===== src/prom_prog_pkg.sv =====
// Constants for the PROM programming controller.
// Assumes a 20 MHz reference clock; times are minimums unless noted.
// Function
// - All address bits complemented when pulsed supplies swing negative.
// - Complemented address held 25 us after both supplies are negative.
// - True address applied at least 10 us before the program pulse.
// - Addresses stepped 0 through 255, whole pass repeated at least 32 times.
// - Data pins act as inputs; programmer drives the word pattern onto them.
// - Data pin at low programming level stores one; high leaves zero.
// - Gate supply, drain supply and program input are pulses, not levels.
package prom_prog_pkg;
    localparam int CLK_PERIOD_NS = 50;
    localparam int T_ACW_US = 25;
    localparam int T_ACH_US = 25;
    localparam int T_VW_US = 100;
    localparam int T_ATW_US = 10;
    localparam int T_VD_US = 10;
    localparam int T_PW_US = 3000;
    localparam int DUTY_PCT = 20;
    localparam int NUM_WORDS = 256;
    localparam int NUM_PASSES = 32;
    // Least times round up
    localparam int T_ACW_CYC = (T_ACW_US * 1000 + CLK_PERIOD_NS - 1)
        / CLK_PERIOD_NS;
    localparam int T_ACH_CYC = (T_ACH_US * 1000 + CLK_PERIOD_NS - 1)
        / CLK_PERIOD_NS;
    localparam int T_VW_CYC = (T_VW_US * 1000 + CLK_PERIOD_NS - 1)
        / CLK_PERIOD_NS;
    localparam int T_ATW_CYC = (T_ATW_US * 1000 + CLK_PERIOD_NS - 1)
        / CLK_PERIOD_NS;
    localparam int T_VD_CYC = (T_VD_US * 1000 + CLK_PERIOD_NS - 1)
        / CLK_PERIOD_NS;
    // Longest time rounds down
    localparam int T_PW_CYC = (T_PW_US * 1000) / CLK_PERIOD_NS;
    // True-address phase also stretches supply setup before the pulse
    localparam int T_TRUE_CYC = (T_VW_CYC - T_ACH_CYC > T_ATW_CYC) ?
        (T_VW_CYC - T_ACH_CYC) : T_ATW_CYC;
    localparam int TIMER_W = 20;
    typedef enum logic [3:0] {
        ST_IDLE, ST_LOAD, ST_COMP, ST_SUPPLY, ST_TRUE, ST_PROG, ST_HOLD,
        ST_REST, ST_DONE
    } prog_state_t;
endpackage


===== src/prom_phase_timer.sv =====
// Down-counting phase timer for the programming sequencer.
// Assumes load is a single-cycle strobe from the sequencer.
`timescale 1ns/1ps
`default_nettype none
module prom_phase_timer #(
    parameter int WIDTH = 20
) (
    input wire logic ref_clk,
    input wire logic rst,
    input wire logic load,
    input wire logic [WIDTH-1:0] load_val,
    output logic expired
);
    typedef struct packed {
        logic [WIDTH-1:0] count;
        logic expired;
    } timer_state_t;

    timer_state_t r_reg;
    timer_state_t r_next;

    always_comb begin
        r_next = r_reg;
        if (load) begin
            r_next.count = load_val;
            r_next.expired = 1'b0;
        end else if (r_reg.count != '0) begin
            r_next.count = r_reg.count - 1'b1;
        end else begin
            r_next.expired = 1'b1;
        end
    end

    always_ff @(posedge ref_clk or posedge rst) begin
        if (rst) begin
            r_reg <= '0;
        end else begin
            r_reg <= r_next;
        end
    end

    assign expired = r_reg.expired;
endmodule // prom_phase_timer
`default_nettype wire


===== src/prom_programmer.sv =====
// Programmer that writes a 256 x 8 erasable PROM, pass after pass.
// Assumes level shifters outside turn each logic pin into its supply level;
// a logic low on an address or data pin is the negative programming level.
`timescale 1ns/1ps
`default_nettype none
module prom_programmer
    import prom_prog_pkg::*;
#(
    parameter int PW_CYC = T_PW_CYC,
    parameter int DUTY = DUTY_PCT,
    parameter int PASSES = NUM_PASSES,
    // Fewer words only to shorten simulation; hardware uses the full array
    parameter int WORDS = NUM_WORDS
) (
    input wire logic ref_clk,
    input wire logic rst,
    input wire logic start,
    input wire logic [7:0] word_data,
    output logic [7:0] word_addr,
    output logic busy,
    output logic done,
    output logic [6:0] pass_count,
    output logic [7:0] prom_addr,
    output logic [7:0] prom_data,
    output logic prom_data_oe,
    output logic pulsed_gate_supply,
    output logic drain_supply,
    output logic prog_pulse
);
    // Supply off-time keeps on-time within the duty-cycle limit
    localparam int ON_CYC = T_ACH_CYC + T_TRUE_CYC + PW_CYC + T_VD_CYC;
    localparam int REST_CYC = (ON_CYC * (100 - DUTY) + DUTY - 1) / DUTY;

    typedef struct packed {
        prog_state_t st;
        logic [7:0] addr;
        logic [6:0] pass;
        logic [7:0] word;
        logic [7:0] addr_pins;
        logic [7:0] data_pins;
        logic data_oe;
        logic supply_on;
        logic prog_on;
        logic busy;
        logic done;
        logic [TIMER_W-1:0] sup_cnt;
        logic [TIMER_W-1:0] true_cnt;
        logic pulsed;
    } prog_reg_t;

    prog_reg_t r_reg;
    prog_reg_t r_next;
    logic tmr_load;
    logic [TIMER_W-1:0] tmr_val;
    logic tmr_done;

    prom_phase_timer #(.WIDTH(TIMER_W)) phase_timer (
        .ref_clk(ref_clk),
        .rst(rst),
        .load(tmr_load),
        .load_val(tmr_val),
        .expired(tmr_done)
    );

    always_comb begin
        r_next = r_reg;
        tmr_load = 1'b0;
        tmr_val = '0;
        case (r_reg.st)
            ST_IDLE, ST_DONE: begin
                if (start) begin
                    r_next.st = ST_LOAD;
                    r_next.addr = 8'h00;
                    r_next.pass = 7'h00;
                    r_next.busy = 1'b1;
                    r_next.done = 1'b0;
                end
            end
            ST_LOAD: begin
                // Word for the current address is taken here
                r_next.word = word_data;
                r_next.data_pins = ~word_data;
                r_next.data_oe = 1'b1;
                r_next.addr_pins = ~r_reg.addr;
                tmr_load = 1'b1;
                tmr_val = TIMER_W'(T_ACW_CYC);
                r_next.st = ST_COMP;
            end
            ST_COMP: begin
                if (tmr_done) begin
                    r_next.supply_on = 1'b1;
                    tmr_load = 1'b1;
                    tmr_val = TIMER_W'(T_ACH_CYC);
                    r_next.st = ST_SUPPLY;
                end
            end
            ST_SUPPLY: begin
                if (tmr_done) begin
                    r_next.addr_pins = r_reg.addr;
                    tmr_load = 1'b1;
                    tmr_val = TIMER_W'(T_TRUE_CYC);
                    r_next.st = ST_TRUE;
                end
            end
            ST_TRUE: begin
                if (tmr_done) begin
                    // All eight bits go in one pulse
                    r_next.prog_on = 1'b1;
                    tmr_load = 1'b1;
                    tmr_val = TIMER_W'(PW_CYC - 1);
                    r_next.st = ST_PROG;
                end
            end
            ST_PROG: begin
                if (tmr_done) begin
                    r_next.prog_on = 1'b0;
                    tmr_load = 1'b1;
                    tmr_val = TIMER_W'(T_VD_CYC);
                    r_next.st = ST_HOLD;
                end
            end
            ST_HOLD: begin
                if (tmr_done) begin
                    r_next.supply_on = 1'b0;
                    r_next.data_oe = 1'b0;
                    tmr_load = 1'b1;
                    tmr_val = TIMER_W'(REST_CYC);
                    r_next.st = ST_REST;
                end
            end
            ST_REST: begin
                if (tmr_done) begin
                    // One pulse per address, then ascend
                    r_next.addr = r_reg.addr + 8'h01;
                    r_next.st = ST_LOAD;
                    if (r_reg.addr == 8'(WORDS - 1)) begin
                        r_next.addr = 8'h00;
                        r_next.pass = r_reg.pass + 7'h01;
                        if (r_reg.pass == 7'(PASSES - 1)) begin
                            r_next.st = ST_DONE;
                            r_next.busy = 1'b0;
                            r_next.done = 1'b1;
                        end
                    end
                end
            end
            default: begin
                r_next.st = ST_IDLE;
            end
        endcase
        // Helper counts for the checks below
        r_next.sup_cnt = !r_reg.supply_on ? '0 :
            (&r_reg.sup_cnt ? r_reg.sup_cnt : r_reg.sup_cnt + 1'b1);
        r_next.true_cnt = (r_reg.addr_pins != r_reg.addr) ? '0 :
            (&r_reg.true_cnt ? r_reg.true_cnt : r_reg.true_cnt + 1'b1);
        if (r_next.addr != r_reg.addr) begin
            r_next.pulsed = 1'b0;
        end else if (r_reg.prog_on) begin
            r_next.pulsed = 1'b1;
        end
    end

    always_ff @(posedge ref_clk or posedge rst) begin
        if (rst) begin
            r_reg <= '0;
            r_reg.st <= ST_IDLE;
        end else begin
            r_reg <= r_next;
        end
    end

    assign word_addr = r_reg.addr;
    assign busy = r_reg.busy;
    assign done = r_reg.done;
    assign pass_count = r_reg.pass;
    assign prom_addr = r_reg.addr_pins;
    assign prom_data = r_reg.data_pins;
    assign prom_data_oe = r_reg.data_oe;
    assign pulsed_gate_supply = r_reg.supply_on;
    assign drain_supply = r_reg.supply_on;
    assign prog_pulse = r_reg.prog_on;

    addr_complement_a: assert property (@(posedge ref_clk) disable iff (rst)
        $rose(pulsed_gate_supply) |-> prom_addr == ~word_addr)
        else $error("address not complemented at supply swing");
    complement_hold_a: assert property (@(posedge ref_clk) disable iff (rst)
        $rose(prom_addr == word_addr) && pulsed_gate_supply
        |-> r_reg.sup_cnt >= TIMER_W'(T_ACH_CYC))
        else $error("complemented address held too briefly");
    true_setup_a: assert property (@(posedge ref_clk) disable iff (rst)
        $rose(prog_pulse) |-> r_reg.true_cnt >= TIMER_W'(T_ATW_CYC))
        else $error("true address too late before program pulse");
    addr_ascend_a: assert property (@(posedge ref_clk) disable iff (rst)
        busy && $changed(word_addr) |-> word_addr ==
        (($past(word_addr) == 8'(WORDS - 1)) ? 8'h00 :
        $past(word_addr) + 8'h01))
        else $error("address not stepped upward by one");
    pass_total_a: assert property (@(posedge ref_clk) disable iff (rst)
        $rose(done) |-> pass_count == 7'(PASSES))
        else $error("wrong number of passes");
    data_driven_a: assert property (@(posedge ref_clk) disable iff (rst)
        prog_pulse |-> prom_data_oe && prom_data == ~r_reg.word)
        else $error("data pattern not driven during pulse");
    pulse_in_supply_a: assert property (@(posedge ref_clk) disable iff (rst)
        $fell(prog_pulse) |-> pulsed_gate_supply && drain_supply
        ##1 pulsed_gate_supply [*8])
        else $error("program pulse outside supply pulse");
    one_pulse_a: assert property (@(posedge ref_clk) disable iff (rst)
        $rose(prog_pulse) |-> !r_reg.pulsed)
        else $error("second program pulse at one address");
endmodule // prom_programmer
`default_nettype wire


===== config.mk =====
export PLATFORM = sky130hd
export DESIGN_NAME = prom_programmer
export DESIGN_NICKNAME = d
export VERILOG_FILES = /design/src/prom_prog_pkg.sv /design/src/prom_phase_timer.sv /design/src/prom_programmer.sv
export SDC_FILE = /design/constraint.sdc
export NUM_CORES = 1
export LEC_CHECK = 0
export ABC_AREA = 1
export BUFFER_PORTS_ARGS = -buffer_cell sky130_fd_sc_hd__buf_2
export CAP_MARGIN = 25
export CORE_AREA = 2 2 83 85
export DETAILED_ROUTE_END_ITERATION = 10
export DIE_AREA = 0 0 85 87
export HOLD_SLACK_MARGIN = 0.1
export PLACE_DENSITY = 0.82
export SETUP_SLACK_MARGIN = 0.3
export SLEW_MARGIN = 20
export SYNTH_ARGS = -nofsm -noshare
export SYNTH_HDL_FRONTEND = slang
export SYNTH_HIERARCHICAL = 1
export SYNTH_SLANG_ARGS = --single-unit
export TNS_END_PERCENT = 5

===== constraint.sdc =====
create_clock -name ref_clk -period 5.1 [get_ports ref_clk]
set_input_delay 1.53 -clock ref_clk [delete_from_list [all_inputs] [get_ports ref_clk]]
set_output_delay 1.53 -clock ref_clk [all_outputs]
set_load 0.005 [all_outputs]

# Word level (Yosys, flattened, before mapping)

Index checks and enable logic that the tools add are counted.

Add/sub/neg operators: 3
Eq/ne operators: 20
Muxes and demuxes: 35
Bitwise gates (word level): 2
Reduce and logical (&&, ||, !) cells: 18

Operator list:

| cell                  | count |
|---|---|
| $pmux 18 s6           | 1 |
| $mux 19               | 3 |
| $pmux 4 s8            | 1 |
| $pmux 15 s2           | 1 |
| $mux 4                | 6 |
| $mux 21               | 1 |
| $mux 20               | 1 |
| $reduce_bool 20->1    | 1 |
| $sub 20x1->20 const B | 1 |
| $mux 18               | 1 |
| $eq 4x3->1 const B    | 4 |
| $mux 16               | 1 |
| $mux 8                | 2 |
| $not 8->8             | 2 |
| $pmux 8 s2            | 1 |
| $ne 2x1->1 const B    | 7 |
| $reduce_bool 2->1     | 6 |
| $mux 11               | 1 |
| $mux 2                | 5 |
| $mux 9                | 1 |
| $reduce_and 3->1      | 3 |
| $add 8x1->8 const B   | 1 |
| $eq 4x2->1 const B    | 2 |
| $eq 8x8->1 const B    | 1 |
| 15 further kinds      | 24 |

Flip-flop bits (word level): 61
Output and inout bits: 37
Logic and storage cells: 90

# Depth between registers and ports, before layout

Gate-level depths: netlist of the first run.

Word-level depth: 5
Gate-level depth with buffers: 12

# Hierarchy

Netlist of the first run, hierarchy kept.

Modules (own cells, without submodules):

| module           | times used | cells an instance | area each (µm²) |
|---|---|---|---|
| prom_programmer  | 1          | 320               | 2411.1 |
| prom_phase_timer | 1          | 195               | 1391.3 |

# Worst setup path after synthesis of the first run

No wires, ideal clock.

Path kind: in2reg
Start point: input port start
End point: register r_reg (netlist bit pass_count[0])
Arrival: 2.128 ns
Required time: 4.974 ns
Path slack: 2.847 ns
Stages on the path: 6
Cell sequence: nand3b_1 -> nand2_2 -> nor2_4 -> nand2_4 -> nand2_1 -> o21ai_1

Longest elaborated chain between the ends: 2

Ends and longest elaborated chain:

| item                       | RTL line               | text |
|---|---|---|
| start, declared            | prom_programmer.sv:17  | `input wire logic start,` |
| $ne 2x2->1 (no line)       | -                      |  |
| $reduce_and 4->1 (no line) | -                      |  |
| end signal, assigned       | prom_programmer.sv:168 | `r_reg <= r_next;` |
| end, declared              | prom_programmer.sv:51  | `prog_reg_t r_reg;` |

No other way between the ends.
A chain may end at the register's enable or synchronous reset.

# Worst setup path in the final report of the first run

Start point: register r_reg (netlist bit word_addr[3])
End point: output port word_addr[3]

RTL lines:

| item          | RTL line              | text |
|---|---|---|
| end, declared | prom_programmer.sv:19 | `output logic [7:0] word_addr,` |

No word-level cell between the ends.

==> results of run 1 <==
## metrics by stage
| step | worst slack, ps | util, % | hold slack (ps) | area [um2] |
|---|---|---|---|---|
| 6_report | 2540 | 62.3 | 480 | 4090 |
| 5_1_grt | 2360 | 62.3 | 509 | 4090 |
| 4_1_cts | 2530 | 62.3 | 486 | 4090 |
| 3_5_place_dp | 2630 | 59.0 | 468 | 3880 |
| 3_3_place_gp | 2680 | 59.0 | 460 | 3880 |
| 2_1_floorplan | 2650 | - | 450 | 3810 |
## cell usage after synthesis (all sizes together)
master	n
xnor2	4
inv	44
o21ai	38
or2	3
nor3	2
a21boi	1
nand4	9
nor2	58
a21oi	2
xor2	15
dfrtp	61
ha	4
and3	1
nand2	189
buf	35
nand3	37
nand3b	7
conb	1
clkbuf	3
o21bai	1
## final cells by class
cell class	count	area, um2
Fill cell	566	2480
Multi-Input combinational cell	374	1840
Sequential cell	61	1530
Timing Repair Buffer	48	243
Inverter	44	168
Clock buffer	9	124
Tap cell	80	100
Clock inverter	7	90.1
## power groups by stage
stage	Clock (uW)	Sequential [uW]	Combinational [uW]
floorplan	0	738	882
global placement	0	760	980
detailed placement	0	767	1010
CTS	474	759	1020
global route	491	781	1170
finish	467	758	1020
## layer usage
metal,wire length (um),share of wire [%],up-vias
li1,-,-,1636
met1,3480,44,1514
met2,3780,48,97
met3,409,5.2,19
met4,163,2.1,0
met5,0,0,-
## cells by family after synthesis
group	synth area share (%)
fa+ha+maj	1.32
simple gates	36.8
flops	40.1
other cells	0.0986
compound gates	5.66
buf+inv	11.6
xor+xnor	4.38
## how the worst min path moves through the flow
stage / startpoint / to / slack [ps] / cells past startpoint
6_report: prom_addr[0]$_DFFE_PP0P_ / prom_addr[0]$_DFFE_PP0P_ / 480 / 2
5_1_grt: prom_data[5]$_DFFE_PP0P_ / prom_data[5]$_DFFE_PP0P_ / 510 / 2
4_1_cts: prom_addr[3]$_DFFE_PP0P_ / prom_addr[3]$_DFFE_PP0P_ / 490 / 2
3_5_place_dp: prom_addr[3]$_DFFE_PP0P_ / prom_addr[3]$_DFFE_PP0P_ / 470 / 2
3_3_place_gp: prom_addr[2]$_DFFE_PP0P_ / prom_addr[2]$_DFFE_PP0P_ / 460 / 2
2_1_floorplan: prom_addr[0]$_DFFE_PP0P_ / prom_addr[0]$_DFFE_PP0P_ / 450 / 2
==> metrics.md, run 1 <==
| Metric | Value |
|---|---|
| Synthesized instance count | `515` |
| Syn. warnings | `6` |
| Clock Power Share | `20.8%` |
| Drt initial violations | `246` |
| Status | `finished clean` |
| Fin Clk Skew | `6.94 ps` |
| Hold Crit Class | `reg -> reg` |
| Startpoint Class | `flop` |
| CP bufs+invs | `1` |
| Die Height | `87 um` |
| Crit Reg-Reg Endpoint | `phase_timer/r_reg[1]$_DFFE_PP0P_` |
| Total Power | `2240 uW` |
| Die area | `7400 um2` |
| Synth-to-layout area growth | `7.60%` |
| Final setup violation count | `0` |
| Register area share after synthesis | `40.1%` |
| Clock Tree Buf Depth | `2` |
| Die X | `85 um` |
| Crit. End Element | `primary output` |
| Overall routed net length | `7830 um` |
| Reg2reg setup slack | `2680 ps` |
| CTS Hold Bufs | `0` |
| FMAX | `390 MHz` |
| Mapped cell area | `3800 um2` |
| Detail Placement HPWL | `5770 um` |
| Critical path destination | `word_addr[3]` |
| Max-Cap Viols | `0` |
| Initial Utilization | `57.9%` |
| Largest net degree at the start of global routing | `41` |
| Unique masters post-synth | `32` |
| Period minus WS final | `2560 ps` |
| Setup TNS | `0 ps` |
| PD cells | `549 nW/um2` |
| I/O pin count | `48` |
| Biggest area consumer among synthesized cells | `dfrtp_1` |
| Layout cell share with drive strength beyond 1 | `18.6%` |
| TritonCTS Buffers | `9` |
| Most frequent cells in the layout | `177 x nand2_1, 61 x dfrtp_1, 47 x buf_2, 44 x nor2_1, 39 x inv_1` |
| CTS Root Cell | `clkbuf_8` |
| Slowest stage cell, crit path | `dfrtp_1` |
| ANT nets after route | `0` |
| Delay-heaviest family, CP | `flip-flops` |
| Row count | `30` |
| Cells after DPL | `607` |
| Routed WL per cell | `12.6 um` |
| Flop pwr share | `33.8%` |
| # DRC | `0` |
| GR Layer Usage met2 | `35.9%` |
| Post-CTS setup buffer count | `0` |
| Clk slew on worst S/H paths | `60 ps` |
| Max reg flops | `20` |
| Largest stage delay, worst path | `520 ps` |
| CTS H-tree lvls | `3` |
| Final hold violation count | `0` |
| GR Util met1 | `29.9%` |
| Placer Congestion | `0.863` |
| Leak pwr | `0.00215 uW` |
| Most common cell after layout, fill and taps aside | `nand2_1` |
| Avg Cell Area, Syn | `7.38 um2` |
| Non-Filler Instances | `623` |
| Slew HR | `46.5%` |
| All-Layer GR Usage | `22.6%` |
| RSZ-0062 raised after global routing | `no` |
| Crit path max fanout | `9` |
| First-pass GRT wire length | `13200 um` |
| Number of synthesized register bits | `61` |
| Net Sw Power | `985 uW` |
| Worst-Margin Slew | `802 ps` |
| Slew Limit Fails | `0` |
| PostCTS Resize Cnt | `0` |
| Peak supply drop | `0.312 mV` |
| CTS tree | `built` |
| CP startpoint | `word_addr[3]$_DFFE_PP0P_` |
| GRT overflow | `0` |
| Int Pwr | `1260 uW` |
| Core Region | `6570 um2` |
| Switching Share | `43.9%` |
| Initial DRT Pass Iterations | `5` |
| Final antenna diode count | `0` |
| Vias post-DR | `3266` |
| Synth top area share | `40.1%` |
| CTS sink cnt | `61` |
| R2R depth | `10` |
| Crit Reg-Reg Startpoint | `r_reg[85]$_DFFE_PP0P_` |
| Initial antenna violation count | `0` |
| WP data required | `3570 ps` |
| Worst skew pair latency | `340 ps` |
| Nets | `553` |
| Vias per cell | `5.24` |
| Largest cells by area after synthesis | `dfrtp_1 40%, nand2_1 17%, buf_4 6.5%` |
| Buffers on Ports | `47` |
| Crit-path cells | `buf_2` |
| Instance count on the critical path | `1` |
| Critical setup path kind | `reg -> out` |
| Crit path DAT | `1030 ps` |
| Combinational cell fraction of total power | `45.4%` |
| GRT Max-Usage Layer | `met2` |
| Vias in the first global route | `2929` |
| Final period util | `50.3%` |
| Routing usage on met3 | `4.55%` |
No activity file was read; power rests on OpenSTA's default activity.
==> run 2: changes to the inputs <==
CORE_AREA = 2 2 84 86   (was 2 2 83 85)
DIE_AREA = 0 0 86 88   (was 0 0 85 87)
PLACE_DENSITY = 0.8   (was 0.82)
clock period = 2.45 ns   (was 5.1 ns; I/O delays follow)
==> run 2 against run 1 <==
Compared with the run above: total power rose by 100%; clock power up 73%; critical path depth increased by 9; clock skew grew 0.80 ps; cell count increased by 0.16%; register-to-register slack lost 2200 ps; cell area shrank 0.40%; routed wire length increased by 3.3%; sequential share of layout area up 0.15 points; via count down 0.58%; highest routed layer unchanged.
==> metrics.md, run 2 (synthesis gave the netlist of run 1 again) <==
| Metric | Value |
|---|---|
| # DRC | `0 (unchanged)` |
| Worst skew pair latency | `340 ps (about the same)` |
| I/O pin count | `48 (unchanged)` |
| Clk slew on worst S/H paths | `60 ps (about the same)` |
| Core Region | `6640 um2 (+1.1%)` |
| Die X | `86 um (+1.2%)` |
| Slew HR | `46.1% (-0.33 points)` |
| Status | `finished clean` |
| Most frequent cells in the layout | `176 x nand2_1, 61 x dfrtp_1, 47 x buf_2, 43 x nor2_1, 39 x inv_1` |
| CTS tree | `built` |
| Final hold violation count | `0 (unchanged)` |
| Non-Filler Instances | `624 (+0.16%)` |
| Hold path endpoint | `prom_addr[5]$_DFFE_PP0P_` |
| Largest net degree at the start of global routing | `41 (unchanged)` |
| Final setup violation count | `0 (unchanged)` |
| Setup TNS | `0 ps (unchanged)` |
| Worst-Margin Slew | `807 ps (+5.01 ps)` |
| Buffers on Ports | `47 (unchanged)` |
| Hold Crit Class | `reg -> reg` |
| Die Height | `88 um (+1.1%)` |
| Most common cell after layout, fill and taps aside | `nand2_1` |
| Final period util | `79.3%` |
| Initial DRT Pass Iterations | `4 (-1)` |
| Crit Reg-Reg Startpoint | `r_reg[86]$_DFFE_PP0P_` |
| Overall routed net length | `8090 um (+3.3%)` |
| Vias in the first global route | `2991 (+2.1%)` |
| Layout cell share with drive strength beyond 1 | `18.8% (+0.15 points)` |
| TritonCTS Buffers | `9 (unchanged)` |
| All-Layer GR Usage | `23.1% (+0.45 points)` |
| Die area | `7570 um2 (+2.3%)` |
| Detail Placement HPWL | `5920 um (+2.6%)` |
| Placer Congestion | `0.868 (+0.54%)` |
| CTS H-tree lvls | `3 (unchanged)` |
| First-pass GRT wire length | `13700 um (+3.6%)` |
| Fillcell total | `605 (+6.9%)` |
| Slew Limit Fails | `0 (unchanged)` |
| Clock Tree Buf Depth | `2 (unchanged)` |
| Crit Reg-Reg Endpoint | `phase_timer/r_reg[1]$_DFFE_PP0P_` |
| Synth-to-layout area growth | `7.17%` |
| CTS sink cnt | `61 (unchanged)` |
| Crit path max fanout | `12 (+3)` |
| FMAX | `515 MHz` |
| Row count | `30 (unchanged)` |
| Hold Startpoint | `prom_addr[5]$_DFFE_PP0P_` |
| Cells after DPL | `609 (+0.33%)` |
| Max-Cap Viols | `0 (unchanged)` |
| Max reg flops | `20 (unchanged)` |
| Reg2reg setup slack | `510 ps (-2170 ps)` |
| Crit. End Element | `flop` |
| GRT overflow | `0 (unchanged)` |
| PD cells | `1120 nW/um2 (+100%)` |
| Worst hold path depth | `2 (unchanged)` |
| Total Power | `4550 uW (+100%)` |
| Vias per cell | `5.20 (-0.74%)` |
| Final antenna diode count | `0 (unchanged)` |
| Vias post-DR | `3247 (-0.58%)` |
| CTS Root Cell | `clkbuf_8` |
| Critical setup path kind | `reg -> reg` |
| ANT nets after route | `0 (unchanged)` |
| Crit path DAT | `2150 ps (+1120 ps)` |
| CTS Hold Bufs | `0 (unchanged)` |
| Nets | `555 (+0.36%)` |
| Drt initial violations | `228 (-7.3%)` |
| RSZ-0062 raised after global routing | `no` |
| Slowest stage cell, crit path | `dfrtp_1` |
| WP data required | `2660 ps (-910 ps)` |
| Largest stage delay, worst path | `440 ps (-80 ps)` |
| Initial antenna violation count | `0 (unchanged)` |
| Fin Clk Skew | `7.74 ps (+0.798 ps)` |
| Crit-path cells | `inv_1, nor2_1, nand3_1, nand2_1, nor2_1, nand2_2, inv_1, nand4_1, nand2_1, o21ai_0` |
| Peak supply drop | `0.598 mV (+92%)` |
| Initial Utilization | `57.2% (-0.65 points)` |
| Routed WL per cell | `13.0 um (+3.2%)` |
| R2R depth | `10 (unchanged)` |
| Leak pwr | `0.00214 uW (about the same)` |
| Period minus WS final | `1940 ps` |
| Startpoint Class | `flop` |
run 2: changes by cell type in the layout (fill, tap and decap cells not counted), sizes merged:
cell and delta:
clkbuf +5, buf +2, bufinv -2, clkinv -2, clkinvlp -2
run 2: area by class of cell:
class | instances | area [um2] | share of cell area, %
Multi-Input combinational cell | 374 | 1850 | 45.3
Sequential cell | 61 | 1530 | 37.5
Timing Repair Buffer | 50 | 258 | 6.32
Clock buffer | 14 | 173 | 4.24
Inverter | 44 | 168 | 4.11
Tap cell | 80 | 100 | 2.46
Clock inverter | 1 | 5.00 | 0.123
run 2: critical path: cells and delay by family (launching register included):
family | cells | cell delay [ps]
AOI/OAI and AO/OA | 1 | 80
DFF | 1 | 440
and+or+nand+nor | 7 | 1040
buffers and inverters | 2 | 250
run 2: power breakdown:
| part | switching (uW) | internal, uW |
|---|---|---|
| Clock | 363 | 444 |
| Sequential | 255 | 1320 |
| Combinational | 1420 | 746 |
run 2: stage by stage:
| stage | area, um2 | utilization, % | hold slack [ps] | setup slack (ps) |
|---|---|---|---|---|
| 2_1_floorplan | 3810 | - | 450 | 735 |
| 3_3_place_gp | 3890 | 58.6 | 457 | 479 |
| 3_5_place_dp | 3890 | 58.6 | 461 | 392 |
| 4_1_cts | 4070 | 61.3 | 479 | 371 |
| 5_1_grt | 4080 | 61.3 | 521 | 302 |
| 6_report | 4080 | 61.3 | 472 | 508 |
run 2: how the worst max path moves through the flow:
stage | depth (start not counted) | end | from | slack [ps]
global route | 10 | phase_timer/r_reg[1]$_DFFE_PP0P_ | r_reg[85]$_DFFE_PP0P_ | 300
CTS | 10 | phase_timer/r_reg[1]$_DFFE_PP0P_ | r_reg[85]$_DFFE_PP0P_ | 370
detailed placement | 10 | phase_timer/r_reg[1]$_DFFE_PP0P_ | r_reg[85]$_DFFE_PP0P_ | 390
floorplan | 9 | phase_timer/r_reg[1]$_DFFE_PP0P_ | r_reg[88]$_DFFE_PP0P_ | 730
global placement | 10 | phase_timer/r_reg[1]$_DFFE_PP0P_ | r_reg[85]$_DFFE_PP0P_ | 480
finish | 10 | phase_timer/r_reg[1]$_DFFE_PP0P_ | r_reg[86]$_DFFE_PP0P_ | 510
run 2: timing repair:
action,in CTS,in global routing
endpoints found under the setup margin,0,19
setup buffers,0,0
gates resized for setup,0,2
run 2: metal layers:
| layer | vias to the layer above | wire length (um) | track usage (%) |
|---|---|---|---|
| met5 | - | 0 | 0 |
| met4 | 0 | 166 | 10.7 |
| met3 | 14 | 380 | 4.05 |
| met2 | 77 | 3970 | 38.2 |
| met1 | 1519 | 3570 | 29.6 |
| li1 | 1637 | - | - |
==> run 3: changes to the inputs <==
CORE_AREA = 2 2 88 90   (was 2 2 84 86)
DIE_AREA = 0 0 90 92   (was 0 0 86 88)
PLACE_DENSITY = 0.77   (was 0.8)
clock period = 1.6 ns   (was 2.45 ns; I/O delays follow)
==> run 3 against run 2 <==
Compared with the run above: clock-buffer cell count fell by 1; via count rose by 9.0%; combinational power rose by 98%; sequential cell count did not move; sequential share of layout area fell by 6.1 points; total power rose by 74%; die area rose by 9.4%; clock skew fell by 3.5 ps; sequential power rose by 56%; critical path depth fell by 1; critical endpoint is now busy$_DFFE_PP0P_; largest cell class unchanged.
==> metrics.md, run 3 (synthesis gave the netlist of run 1 again) <==
| Metric | Value |
|---|---|
| CTS tree | `built` |
| Period minus WS final | `1590 ps (-350 ps)` |
| Initial Utilization | `51.1% (-6.2 points)` |
| Nets | `602 (+8.5%)` |
| Slowest stage cell, crit path | `dfrtp_2` |
| Max reg flops | `20 (unchanged)` |
| Synth-to-layout area growth | `28.7%` |
| Cells after DPL | `655 (+7.6%)` |
| CTS Root Cell | `clkbuf_8` |
| Initial DRT Pass Iterations | `4 (unchanged)` |
| Instance count on the critical path | `9 (-1)` |
| Fillcell total | `584 (-3.5%)` |
| Vias per cell | `5.11 (-1.9%)` |
| Leak pwr | `0.00246 uW (+15%)` |
| RSZ-0062 raised after global routing | `yes` |
| Final period util | `99.5% (+20 points)` |
| Worst skew pair latency | `340 ps (about the same)` |
| Most frequent cell on the critical path | `nor2_4` |
| Critical path destination | `busy$_DFFE_PP0P_` |
| Die X | `90 um (+4.7%)` |
| Delay-heaviest family, CP | `simple AND/OR/NAND/NOR gates` |
| Reg2reg setup slack | `9 ps (-500 ps)` |
| Slew Limit Fails | `0 (unchanged)` |
| Cell area after layout | `4890 um2 (+20%)` |
| Row count | `32 (+6.7%)` |
| Most frequent cells in the layout | `152 x nand2_1, 53 x dfrtp_1, 38 x buf_2, 33 x inv_1, 33 x nor2_1` |
| Drt initial violations | `225 (-1.3%)` |
| CP startpoint | `r_reg[85]$_DFFE_PP0P_` |
| Status | `finished clean` |
| Critical setup path kind | `reg -> reg` |
| Initial antenna violation count | `0 (unchanged)` |
| DP Area | `4170 um2 (+7.0%)` |
| ANT nets after route | `0 (unchanged)` |
| Crit path DAT | `1820 ps (-330 ps)` |
| Die area | `8280 um2 (+9.4%)` |
| Non-Filler Instances | `693 (+11%)` |
| Max-Cap Viols | `0 (unchanged)` |
| Final WS setup | `8.60 ps (-500 ps)` |
| # DRC | `0 (unchanged)` |
| Final setup violation count | `0 (unchanged)` |
| TritonCTS Buffers | `9 (unchanged)` |
| R2R depth | `9 (-1)` |
| Vias in the first global route | `3292 (+10%)` |
| Overall routed net length | `9470 um (+17%)` |
| FMAX | `628 MHz (+22%)` |
| Clk slew on worst S/H paths | `70 ps (about the same)` |
| Fin Clk Skew | `4.26 ps (-3.48 ps)` |
| Clock Tree Buf Depth | `2 (unchanged)` |
| PD cells | `1620 nW/um2 (+45%)` |
| WP data required | `1830 ps (-830 ps)` |
| Hold Crit Class | `in -> async` |
| CTS H-tree lvls | `3 (unchanged)` |
| Crit-path cells | `buf_6, nor2_4, nand2_2, inv_2, nor2_4, nor2_4, nand3b_1, nand2_1, inv_1` |
| Crit Reg-Reg Endpoint | `busy$_DFFE_PP0P_` |
| Final hold violation count | `0 (unchanged)` |
| CP bufs+invs | `3 (+1)` |
| Most common cell after layout, fill and taps aside | `nand2_1` |
| Peak supply drop | `0.926 mV (+55%)` |
| Die Height | `92 um (+4.5%)` |
| CTS sink cnt | `61 (unchanged)` |
| Place WS | `-37.9 ps (-430 ps)` |
| Crit path max fanout | `6 (-6)` |
| Crit. End Element | `flop` |
| Routed WL per cell | `13.7 um (+5.3%)` |
| Setup TNS | `0 ps (unchanged)` |
| Buffers on Ports | `47 (unchanged)` |
| Core Region | `7450 um2 (+12%)` |
| Largest stage delay, worst path | `480 ps (+40 ps)` |
| Startpoint Class | `flop` |
| Largest net degree at the start of global routing | `41 (unchanged)` |
| I/O pin count | `48 (unchanged)` |
| Final antenna diode count | `0 (unchanged)` |
| Crit Reg-Reg Startpoint | `r_reg[85]$_DFFE_PP0P_` |
| Layout cell share with drive strength beyond 1 | `35.9% (+17 points)` |
| GRT overflow | `0 (unchanged)` |
| Vias post-DR | `3539 (+9.0%)` |
| All-Layer GR Usage | `22.2% (-0.88 points)` |
| First-pass GRT wire length | `14800 um (+8.1%)` |
| Placer Congestion | `0.904 (+4.2%)` |
| Detail Placement HPWL | `6180 um (+4.3%)` |
==> run 3: changes by cell type in the layout (fill, tap and decap cells not counted), moves of 7 or more <==
cell	previous run	this run
buf_6	0	27
buf_4	3	28
nand2_1	176	152
nand2_2	10	23
o21ai_0	26	14
nand2_4	3	14
nor2_1	43	33
buf_2	47	38
dfrtp_1	61	53
dfrtp_2	0	8
o21ai_1	12	20
nor2_4	5	12
==> run 3: report_power, final <==
group | total [uW] | internal [uW] | switching [uW]
logic | 4290 | 1680 | 2610
registers | 2460 | 2030 | 421
clock network | 1160 | 592 | 569
==> run 3: how the worst min path moves through the flow <==
stage	from	end	depth (start not counted)
3_3_place_gp	prom_addr[4]$_DFFE_PP0P_	prom_addr[4]$_DFFE_PP0P_	2
5_1_grt	rst	phase_timer/r_reg[20]$_DFFE_PP0P_	3
3_5_place_dp	prom_addr[4]$_DFFE_PP0P_	prom_addr[4]$_DFFE_PP0P_	2
4_1_cts	rst	phase_timer/r_reg[20]$_DFFE_PP0P_	3
6_report	rst	phase_timer/r_reg[1]$_DFFE_PP0P_	3
2_1_floorplan	prom_addr[0]$_DFFE_PP0P_	prom_addr[0]$_DFFE_PP0P_	2
==> run 3: final cells by class <==
class,instances,area [um2],area share [%]
Clock buffer,13,149,3.04
Sequential cell,61,1540,31.4
Timing Repair Buffer,95,744,15.2
Clock inverter,2,10.0,0.205
Multi-Input combinational cell,375,2140,43.7
Inverter,44,180,3.68
Timing Repair inverter,1,8.76,0.179
Tap cell,102,128,2.61
==> run 3: repair_timing <==
item | CTS | global route
pin swaps | 18 | 28
buffers inserted | 13 | 8
resized for setup | 29 | 94
hold buffers | 0 | 0
gates cloned | 2 | 0
setup endpoints to repair | 87 | 97
==> run 3: stage by stage <==
stage | power [uW] | hold slack, ps | utilization, %
2_1_floorplan | 5240 | 450 | -
3_3_place_gp | 5810 | 459 | 55.9
3_5_place_dp | 5900 | 468 | 55.9
4_1_cts | 7400 | 173 | 60.7
5_1_grt | 8580 | 185 | 65.7
6_report | 7910 | 171 | 65.7
==> run 3: metal layers <==
layer | vias to the layer above | routed length (um) | GRT usage, %
met4 | 0 | 187 | 11.3
met5 | - | 0 | 0
met3 | 21 | 465 | 5.18
met2 | 86 | 4830 | 36.7
li1 | 1746 | - | -
met1 | 1686 | 3990 | 27.2
==> run 3: worst register-to-register path: stages, from the launching register on <==
cell,delay [ps]
dfrtp_2,480
buf_6,160
nor2_4,110
nand2_2,100
inv_2,90
nor2_4,40
nor2_4,220
nand3b_1,150
nand2_1,110
inv_1,40
